$ cat config.mk
export PLATFORM = sky130hd
export DESIGN_NAME = ssc_top
export DESIGN_NICKNAME = d
export VERILOG_FILES = /design/src/ssc_pkg.sv /design/src/ssc_in_sync.sv /design/src/ssc_top.sv
export SDC_FILE = /design/constraint.sdc
export NUM_CORES = 1
export LEC_CHECK = 0
export BUFFER_PORTS_ARGS = -buffer_cell sky130_fd_sc_hd__buf_4
export CAP_MARGIN = 20
export CORE_MARGIN = 2
export CORE_UTILIZATION = 30
export CTS_CLUSTER_SIZE = 30
export DETAILED_ROUTE_END_ITERATION = 8
export GPL_ROUTABILITY_DRIVEN = 1
export MAX_ROUTING_LAYER = met4
export PLACE_DENSITY = 0.49
export SETUP_SLACK_MARGIN = 0.02
export SYNTH_ARGS = -nofsm -noshare
export SYNTH_HDL_FRONTEND = slang
export SYNTH_SLANG_ARGS = --single-unit
export TNS_END_PERCENT = 5
$ cat constraint.sdc
create_clock -name clk_sys_i -period 4.55 [get_ports clk_sys_i]
set_clock_uncertainty 0.1 [all_clocks]
set_input_delay 0.91 -clock clk_sys_i [delete_from_list [all_inputs] [get_ports clk_sys_i]]
set_output_delay 0.91 -clock clk_sys_i [all_outputs]
set_load 0.01 [all_outputs]
$ cat src/ssc_pkg.sv
// Purpose: constants, types and helpers for the shutter/strobe/sync block
// Assumes: one 40 MHz clock, registers written over the 3-wire serial port
// Notes:   pattern shapes are fixed constants of this package

package ssc_pkg;

    // ****************************************
    // serial register port
    // ****************************************
    localparam int         SER_W     = 32;
    localparam int         ADDR_W    = 8;
    localparam int         DATA_W    = 24;
    localparam logic [5:0] SER_FULL  = 6'h20;

    localparam logic [7:0] ADDR_PAT    = 8'h01;
    localparam logic [7:0] ADDR_STROBE = 8'h0B;
    localparam logic [7:0] ADDR_SHUT   = 8'h0C;
    localparam logic [7:0] ADDR_LEN    = 8'h21;
    localparam logic [7:0] ADDR_SYNC   = 8'hD6;

    // ****************************************
    // field layout
    // ****************************************
    localparam int PAT_W      = 2;
    localparam int STROBE_BIT = 1;
    localparam int INIT_BIT   = 0;
    localparam int EN_BIT     = 1;
    localparam int POS_LSB    = 2;
    localparam int POS_W      = 11;
    localparam int FINE_LSB   = 13;
    localparam int FINE_W     = 3;
    localparam int LEN_W      = 8;
    localparam int SLAVE_BIT  = 0;
    localparam int HCNT_W     = 12;
    localparam int OL_W       = 12;

    localparam logic SLAVE_RST = 1'b1;

    // ****************************************
    // timing
    // ****************************************
    localparam int CLK_HZ       = 40_000_000;
    localparam int HD_RST_CYC   = 7;
    localparam int SYNC_LAT_CYC = 3;
    localparam int HD_TAIL_CYC  = HD_RST_CYC - SYNC_LAT_CYC;
    localparam logic [2:0] HD_TAIL = 3'(HD_TAIL_CYC);

    localparam logic [HCNT_W-1:0] MST_LINE_CYC    = 12'h618;
    localparam logic [HCNT_W-1:0] MST_HD_W        = 12'h010;
    localparam logic [POS_W-1:0]  MST_FIELD_LINES = 11'h106;

    // ****************************************
    // synchronised pin vector
    // ****************************************
    localparam int         PIN_N     = 6;
    localparam int         PIN_SDATA = 0;
    localparam int         PIN_SCK   = 1;
    localparam int         PIN_SLD_N = 2;
    localparam int         PIN_HD    = 3;
    localparam int         PIN_VD    = 4;
    localparam int         PIN_VERTICAL_GATE_INPUT = 5;
    // idle pin levels: serial clock and data low, syncs high, gate low
    localparam logic [5:0] PIN_IDLE  = 6'h1C;

    typedef enum logic [1:0] {
        SH_ARMED = 2'b00,
        SH_RUN   = 2'b01,
        SH_DONE  = 2'b11
    } ssc_shut_e;

    // active part of a shutter pattern for line idx of len
    function automatic logic ssc_pat_on(input logic [PAT_W-1:0] sel,
                                        input logic [LEN_W-1:0] idx,
                                        input logic [LEN_W-1:0] len);
        logic [LEN_W-1:0] half;
        half = len >> 1;
        unique case (sel)
            2'h0: ssc_pat_on = 1'b1;
            2'h1: ssc_pat_on = (idx < half);
            2'h2: ssc_pat_on = (idx >= half);
            2'h3: ssc_pat_on = (idx != 8'h00);
        endcase
    endfunction

endpackage

$ cat src/ssc_in_sync.sv
// Purpose: two-stage pin synchroniser with one extra delayed stage
// Assumes: inputs are asynchronous to clk_sys_i
// Notes:   stage one feeds stage two only; edges use stages two and three

`timescale 1ns/1ps
`default_nettype none

module ssc_in_sync
    import ssc_pkg::*;
#(
    parameter int         W   = PIN_N,
    parameter logic [W-1:0] RST = '1
) (
    // clock and reset
    input  wire logic         clk_sys_i,
    input  wire logic         resetn_i,
    // pins
    input  wire logic [W-1:0] d_i,
    output logic      [W-1:0] q_o,
    output logic      [W-1:0] q_dly_o
);

    logic [W-1:0] meta;

    always_ff @(posedge clk_sys_i or negedge resetn_i) begin
        if (!resetn_i) begin
            meta    <= RST;
            q_o     <= RST;
            q_dly_o <= RST;
        end else begin
            meta    <= d_i;
            q_o     <= meta;
            q_dly_o <= q_o;
        end
    end

endmodule

`default_nettype wire

$ cat src/ssc_top.sv
// Purpose: mechanical shutter pulse, flash trigger and slave/master sync
// Assumes: substrate and sensor-gate pulses come from logic on clk_sys_i
// Notes:   registers are written only, over the 3-wire serial port

`timescale 1ns/1ps
`default_nettype none

module ssc_top
    import ssc_pkg::*;
(
    // clock and reset
    input  wire logic              clk_sys_i,
    input  wire logic              resetn_i,
    // serial register port
    input  wire logic              sdata_i,
    input  wire logic              sck_i,
    input  wire logic              sload_n_i,
    // sync pins
    input  wire logic              line_sync_i,
    output logic                   line_sync_o,
    output logic                   line_sync_oe_o,
    input  wire logic              field_sync_i,
    output logic                   field_sync_o,
    output logic                   field_sync_oe_o,
    input  wire logic              vertical_gate_input_i,
    // timing core events
    input  wire logic              substrate_clock_pulse_i,
    input  wire logic              substrate_clock_last_i,
    input  wire logic              sensor_gate_pulse_i,
    input  wire logic [OL_W-1:0]   sub_line_count_length_i,
    // outputs
    output logic                   mech_shutter_out_o,
    output logic                   flash_trigger_o,
    output logic [HCNT_W-1:0]      hcount_gray_o
);

    // ****************************************
    // pin synchronisers
    // ****************************************
    logic [PIN_N-1:0] pin_s;
    logic [PIN_N-1:0] pin_d;

    ssc_in_sync #(.W(PIN_N), .RST(PIN_IDLE)) u_sync (
        .clk_sys_i (clk_sys_i),
        .resetn_i  (resetn_i),
        .d_i       ({vertical_gate_input_i, field_sync_i, line_sync_i,
                     sload_n_i, sck_i, sdata_i}),
        .q_o       (pin_s),
        .q_dly_o   (pin_d)
    );

    logic sck_rise;
    logic ld_rise;
    logic s_hd_fall;
    logic s_vd_fall;
    logic sync_fall;
    assign sck_rise  = pin_s[PIN_SCK] & ~pin_d[PIN_SCK];
    assign ld_rise   = pin_s[PIN_SLD_N] & ~pin_d[PIN_SLD_N];
    assign s_hd_fall = ~pin_s[PIN_HD] & pin_d[PIN_HD];
    assign s_vd_fall = ~pin_s[PIN_VD] & pin_d[PIN_VD];
    assign sync_fall = ~pin_s[PIN_VERTICAL_GATE_INPUT] & pin_d[PIN_VERTICAL_GATE_INPUT];

    // ****************************************
    // serial write port
    // ****************************************
    logic [SER_W-1:0] ser_sh;
    logic [5:0]       ser_cnt;
    logic             wr_stb;
    logic [ADDR_W-1:0] wr_addr;
    logic [DATA_W-1:0] wr_data;

    always_ff @(posedge clk_sys_i or negedge resetn_i) begin
        if (!resetn_i) begin
            ser_sh  <= '0;
            ser_cnt <= '0;
        end else if (pin_s[PIN_SLD_N]) begin
            ser_cnt <= '0;
        end else if (sck_rise) begin
            ser_sh <= {pin_s[PIN_SDATA], ser_sh[SER_W-1:1]};
            if (ser_cnt != SER_FULL) begin
                ser_cnt <= ser_cnt + 6'h01;
            end
        end
    end

    assign wr_stb  = ld_rise && (ser_cnt == SER_FULL);
    assign wr_addr = ser_sh[ADDR_W-1:0];
    assign wr_data = ser_sh[SER_W-1:ADDR_W];

    // ****************************************
    // control registers
    // ****************************************
    logic [PAT_W-1:0]  pat_sel;
    logic              strobe_en;
    logic              shut_init;
    logic              shut_en;
    logic [POS_W-1:0]  shut_pos;
    logic [FINE_W-1:0] shut_fine;
    logic [LEN_W-1:0]  shut_len;
    logic              slave;

    always_ff @(posedge clk_sys_i or negedge resetn_i) begin
        if (!resetn_i) begin
            pat_sel   <= '0;
            strobe_en <= 1'b0;
            shut_init <= 1'b0;
            shut_en   <= 1'b0;
            shut_pos  <= '0;
            shut_fine <= '0;
            shut_len  <= '0;
            slave     <= SLAVE_RST;
        end else if (wr_stb) begin
            unique case (wr_addr)
                ADDR_PAT: pat_sel <= wr_data[PAT_W-1:0];
                ADDR_STROBE: strobe_en <= wr_data[STROBE_BIT];
                ADDR_SHUT: begin
                    shut_init <= wr_data[INIT_BIT];
                    shut_en   <= wr_data[EN_BIT];
                    shut_pos  <= wr_data[POS_LSB +: POS_W];
                    shut_fine <= wr_data[FINE_LSB +: FINE_W];
                end
                ADDR_LEN: shut_len <= wr_data[LEN_W-1:0];
                ADDR_SYNC: slave <= wr_data[SLAVE_BIT];
                default: ;
            endcase
        end
    end

    // ****************************************
    // master sync generator
    // ****************************************
    logic [HCNT_W-1:0] m_h;
    logic [POS_W-1:0]  m_line;
    logic [HCNT_W-1:0] next_m_h;
    logic [POS_W-1:0]  next_m_line;
    logic              next_hd_lvl;
    logic              next_vd_lvl;
    logic              m_hd_fall;
    logic              m_vd_fall;

    always_comb begin
        next_m_h    = m_h + 12'h001;
        next_m_line = m_line;
        if (sync_fall) begin
            next_m_h    = '0;
            next_m_line = '0;
        end else if (m_h == MST_LINE_CYC - 12'h001) begin
            next_m_h    = '0;
            next_m_line = (m_line == MST_FIELD_LINES - 11'h001) ? '0
                                                                : m_line + 11'h001;
        end
    end

    assign next_hd_lvl = (next_m_h >= MST_HD_W);
    assign next_vd_lvl = (next_m_line != '0);
    assign m_hd_fall   = line_sync_o & ~next_hd_lvl;
    assign m_vd_fall   = field_sync_o & ~next_vd_lvl;

    always_ff @(posedge clk_sys_i or negedge resetn_i) begin
        if (!resetn_i) begin
            m_h             <= '0;
            m_line          <= '0;
            line_sync_o     <= 1'b1;
            field_sync_o    <= 1'b1;
            line_sync_oe_o  <= 1'b0;
            field_sync_oe_o <= 1'b0;
        end else begin
            m_h             <= next_m_h;
            m_line          <= next_m_line;
            line_sync_o     <= next_hd_lvl;
            field_sync_o    <= next_vd_lvl;
            line_sync_oe_o  <= ~slave;
            field_sync_oe_o <= ~slave;
        end
    end

    logic hd_ev;
    logic vd_ev;
    logic line_ev;
    assign hd_ev   = slave ? s_hd_fall : m_hd_fall;
    assign vd_ev   = slave ? s_vd_fall : m_vd_fall;
    assign line_ev = hd_ev | vd_ev;

    // ****************************************
    // horizontal gray counter
    // ****************************************
    logic [HCNT_W-1:0] h_bin;
    logic [HCNT_W-1:0] next_h_bin;
    logic [2:0]        hd_tail;

    always_ff @(posedge clk_sys_i or negedge resetn_i) begin
        if (!resetn_i) begin
            hd_tail <= '0;
        end else if (slave && s_hd_fall) begin
            hd_tail <= HD_TAIL;
        end else if (hd_tail != '0) begin
            hd_tail <= hd_tail - 3'h1;
        end
    end

    always_comb begin
        if (!slave) begin
            next_h_bin = next_m_h;
        end else if (hd_tail == 3'h1) begin
            next_h_bin = '0;
        end else begin
            next_h_bin = h_bin + 12'h001;
        end
    end

    always_ff @(posedge clk_sys_i or negedge resetn_i) begin
        if (!resetn_i) begin
            h_bin         <= '0;
            hcount_gray_o <= '0;
        end else begin
            h_bin         <= next_h_bin;
            hcount_gray_o <= next_h_bin ^ (next_h_bin >> 1);
        end
    end

    // ****************************************
    // shutter line sequencer
    // ****************************************
    ssc_shut_e        st;
    ssc_shut_e        cur_st;
    ssc_shut_e        next_st;
    logic [POS_W-1:0] line_cnt;
    logic [POS_W-1:0] next_line;
    logic [LEN_W-1:0] idx;
    logic [LEN_W-1:0] next_idx;
    logic             next_tgt;

    always_comb begin
        next_line = line_cnt;
        next_idx  = idx;
        next_tgt  = 1'b0;
        cur_st    = vd_ev ? SH_ARMED : st;
        next_st   = st;
        if (vd_ev) begin
            next_line = '0;
        end else if (hd_ev && line_cnt != '1) begin
            next_line = line_cnt + 11'h001;
        end
        if (line_ev) begin
            unique case (cur_st)
                SH_ARMED: begin
                    next_st = SH_ARMED;
                    if (next_line == shut_pos && shut_len != '0) begin
                        next_st  = SH_RUN;
                        next_idx = '0;
                        next_tgt = ssc_pat_on(pat_sel, '0, shut_len);
                    end
                end
                SH_RUN: begin
                    if (idx + 8'h01 == shut_len) begin
                        next_st = SH_DONE;
                    end else begin
                        next_idx = idx + 8'h01;
                        next_tgt = ssc_pat_on(pat_sel, idx + 8'h01, shut_len);
                    end
                end
                SH_DONE: next_st = SH_DONE;
                default: next_st = SH_ARMED;
            endcase
        end
    end

    always_ff @(posedge clk_sys_i or negedge resetn_i) begin
        if (!resetn_i) begin
            st       <= SH_DONE;
            line_cnt <= '0;
            idx      <= '0;
        end else begin
            st       <= next_st;
            line_cnt <= next_line;
            idx      <= next_idx;
        end
    end

    // ****************************************
    // fine delay and shutter output
    // ****************************************
    logic              pend;
    logic              ptgt;
    logic [FINE_W-1:0] fdly;
    logic [OL_W-1:0]   ol_cnt;
    logic              ol_wrap;
    logic              apply;

    assign ol_wrap = (sub_line_count_length_i == '0)
                  || (ol_cnt >= sub_line_count_length_i - 12'h001);
    assign apply   = pend && (fdly == '0);

    always_ff @(posedge clk_sys_i or negedge resetn_i) begin
        if (!resetn_i) begin
            pend   <= 1'b0;
            ptgt   <= 1'b0;
            fdly   <= '0;
            ol_cnt <= '0;
        end else if (line_ev) begin
            pend   <= 1'b1;
            ptgt   <= next_tgt;
            fdly   <= shut_fine;
            ol_cnt <= '0;
        end else if (pend) begin
            if (fdly == '0) begin
                pend <= 1'b0;
            end else if (ol_wrap) begin
                ol_cnt <= '0;
                fdly   <= fdly - 3'h1;
            end else begin
                ol_cnt <= ol_cnt + 12'h001;
            end
        end
    end

    always_ff @(posedge clk_sys_i or negedge resetn_i) begin
        if (!resetn_i) begin
            mech_shutter_out_o <= 1'b0;
        end else if (shut_init) begin
            mech_shutter_out_o <= 1'b0;
        end else if (shut_en && apply) begin
            mech_shutter_out_o <= ptgt;
        end
    end

    // ****************************************
    // flash trigger
    // ****************************************
    logic substrate_clock_pulse_d;
    logic vsg_d;
    logic substrate_clock_pulse_last_rise;
    logic vsg_fall;

    assign substrate_clock_pulse_last_rise = substrate_clock_pulse_i & ~substrate_clock_pulse_d & substrate_clock_last_i;
    assign vsg_fall        = ~sensor_gate_pulse_i & vsg_d;

    always_ff @(posedge clk_sys_i or negedge resetn_i) begin
        if (!resetn_i) begin
            substrate_clock_pulse_d         <= 1'b0;
            vsg_d           <= 1'b0;
            flash_trigger_o <= 1'b0;
        end else begin
            substrate_clock_pulse_d <= substrate_clock_pulse_i;
            vsg_d   <= sensor_gate_pulse_i;
            if (!strobe_en) begin
                flash_trigger_o <= 1'b0;
            end else if (substrate_clock_pulse_last_rise) begin
                flash_trigger_o <= 1'b1;
            end else if (vsg_fall) begin
                flash_trigger_o <= 1'b0;
            end
        end
    end

    // ****************************************
    // assertions
    // ****************************************
    localparam int A_HRST = HD_TAIL_CYC + 1;
endmodule

`default_nettype wire

==> impl_metrics.env <==
export IMPL_status="finished clean"
export IMPL_fin_ws_ps=305
export IMPL_vias=6086
export IMPL_rows=63
export IMPL_drive_gt1_frac=0.183
export IMPL_setup_viol=0
export IMPL_track_usage=0.127
export IMPL_synth_top_area_frac=0.458
export IMPL_dr_pass1_iters=5
export IMPL_synth_seq_cells=177
export IMPL_fin_crit_ps=4250
export IMPL_dieArea_sq_um=31100
export IMPL_cp_required_ps=4760
export IMPL_hold_violations=0
export IMPL_synthAdderAreaFrac=0.0478
export IMPL_leakage_nw=4.68
export IMPL_yosysWarnings=0
export IMPL_fin_nets=937
export IMPL_syn_nets=895
export IMPL_yosys_cell_count_top_type="dfrtp_1"
export IMPL_die_y_um=176
export IMPL_rsz0062_at_grt="false"
export IMPL_endpoint_kind="register"
export IMPL_yosys_area_share_xor_xnor=0.0816
export IMPL_tightest_slew_ps=762
export IMPL_synth_common_cells="dfrtp_1, nor2_1, nand2_1"
export IMPL_htreeDepth=4
export IMPL_synthArstFlopShare=1.00
export IMPL_ir_drop_mv=0.252
export IMPL_ctsHoldBuffers=0
export IMPL_rr_startpoint="m_h[11]$_DFF_PN0_"
export IMPL_io_pins=41
export IMPL_hp_start="u_sync.meta[0]$_DFF_PN0_"
export IMPL_stdcell_count=1283
export IMPL_core_region_area_sq_um=29400
export IMPL_cts_resized=0
export IMPL_place_gp_congestion=0.842
export IMPL_yosys_area_top_type="dfrtp_1"
export IMPL_netlist_area_sq_um=8910
export IMPL_synth_area_leaders="dfrtp_1, mux2_2, ha_1"
export IMPL_synth_top_family_by_area="simple AND/OR/NAND/NOR gates"
export IMPL_crit_type="register to register"
export IMPL_cts_tree="yes"
export IMPL_synth_simple_area_share=0.179
export IMPL_netlist_instances=838
export IMPL_cts_buffers=17
export IMPL_start_kind="register"
export IMPL_maxCapViolations=0
export IMPL_grt_pass1_vias=5961
export IMPL_hold_path_class="register to register"
export IMPL_clock_sinks=177
export IMPL_synth_edf_count=0
export IMPL_drtIter0Drc=376
export IMPL_max_freq_mhz=236
export IMPL_via_per_inst=4.74
export IMPL_synthMuxAreaShare=0.0737
export IMPL_die_w_um=176
export IMPL_dp_cells=1251
export IMPL_routedWlPerCell_um=14.1
export IMPL_synth_cell_types=66
export IMPL_ant_nets=0
export IMPL_clock_root_buffer="clkbuf_16"
export IMPL_grt_pass1_wl_um=30600
export IMPL_crit_start="m_h[11]$_DFF_PN0_"
export IMPL_cts_buffer_depth=2
export IMPL_synth_compound_area_frac=0.0893
export IMPL_postCtsSetupRepairBufs=0
export IMPL_pre_cts_ws_ps=298
export IMPL_dp_hpwl_um=12600
export IMPL_fin_crit_sh=0.933
export IMPL_arrival_ps=4450
export IMPL_avgSynthCellArea_sq_um=10.6
export IMPL_ys_seq_area_frac=0.499
export IMPL_route_detailed_drc=0
export IMPL_relSlewSlack=0.491
export IMPL_diodes=0
export IMPL_setup_tns_final_ps=0
export IMPL_grt_max_degree=76
export IMPL_syn_to_final_growth_pct=15.2
export IMPL_p_per_area_nw_per_um2=368
export IMPL_antenna_found_initial=0
export IMPL_synth_flop_cell="dfrtp_1"
export IMPL_initial_core_util=0.303
export IMPL_wirelength_um=18000
export IMPL_ff2ff_setup_slack_ps=300
export IMPL_clk_pin_slew_ps=70
export IMPL_cp_max_fo=11
export IMPL_drv_slew=0
export IMPL_clk_latency_ps=440
export IMPL_io_buffer_count=40
export IMPL_grt_ovfl_total=0
export IMPL_hold_ws_ps=249
through the flow:
step                cell area (sq um)  utilization  power, W
CTS                             10300        0.349   0.00384
global route                    10300        0.349   0.00399
detailed placement               9680        0.329   0.00234
finish                          10300        0.349   0.00377
global placement                 9680        0.329   0.00234
floorplan                        8910            -   0.00215
power by group:
part / switching (W) / internal, W / total (W)
combinational: 0.000269 / 0.000217 / 0.000487
clock: 0.000645 / 0.000821 / 0.00147
sequential: 0.000109 / 0.00171 / 0.00182
total: 0.00102 / 0.00275 / 0.00377
flip-flops by register name (all words and copies together) (netlist names), 2 cells and up:
register,count
m_h,12
shut_pos,11
m_line,11
u_sync.meta,6
ser_sh,32
u_sync.q_dly_o,5
st,2
hd_tail,3
shut_fine,3
shut_len,8
hcount_gray_o,11
u_sync.q_o,6
ol_cnt,12
h_bin,12
idx,8
ser_cnt,6
fdly,3
line_cnt,11
pat_sel,2
routing by layer:
layer,global-route usage,share of wire,vias to the layer above
li1,-,-,3032
met1,0.171,0.50,2954
met2,0.192,0.46,78
met3,0.0235,0.029,22
met4,0.0458,0.015,0
met5,-,0,-
cells by family (layout without fill, tap and decap cells):
group / after synthesis / count (layout)
multiplexers: 59 / 59
XOR/XNOR: 83 / 83
AO/OA/AOI/OAI: 119 / 119
buffers and inverters: 62 / 117
adder cells (fa/ha/maj): 34 / 34
AND/OR/NAND/NOR: 304 / 304
flip-flops: 177 / 177
path summary, 6_finish.rpt:
check                      cells after the start                      end
max                                           11    ol_cnt[7]$_DFFE_PN0P_
min reg2reg                                    0  u_sync.q_o[0]$_DFF_PN0_
min                                            0  u_sync.q_o[0]$_DFF_PN0_
max in group asynchronous                      2        st[0]$_DFFE_PN1P_
max reg2reg                                   11    ol_cnt[7]$_DFFE_PN0P_
min in group asynchronous                      1      m_line[9]$_DFF_PN0_
cell type report:
type | count | area [sq um]
multi-input cells | 599 | 4210
inverters | 33 | 124
flip-flops and latches | 177 | 4450
fillers | 2943 | 19100
clock inverters | 13 | 150
clock buffers | 19 | 433
repair buffers | 52 | 409
well taps | 390 | 488
layout by cell type, fill, tap and decap left out, drive strengths merged, types with 15 or more instances in the layout:
cell	synthesis	routed
nand2b	19	19
nor3	23	23
mux2	53	53
xnor2	43	43
ha	34	34
dfrtp	163	163
nand2	60	60
inv	32	38
a21oi	15	15
o21ai	42	42
nor2	77	77
clkbuf	22	20
buf	7	51
nand3	26	26
xor2	40	40
and3	19	19
critical path: stages, from the launching register on:
cell,delay [ps]
dfrtp_1,430
or4_1,670
or4_1,630
o31ai_1,350
o21ai_2,100
a41oi_2,280
o41ai_4,90
nand2b_1,190
a21oi_1,480
inv_1,290
nand2b_1,360
o21ai_0,150
No activity file was read; power rests on OpenSTA's default activity.
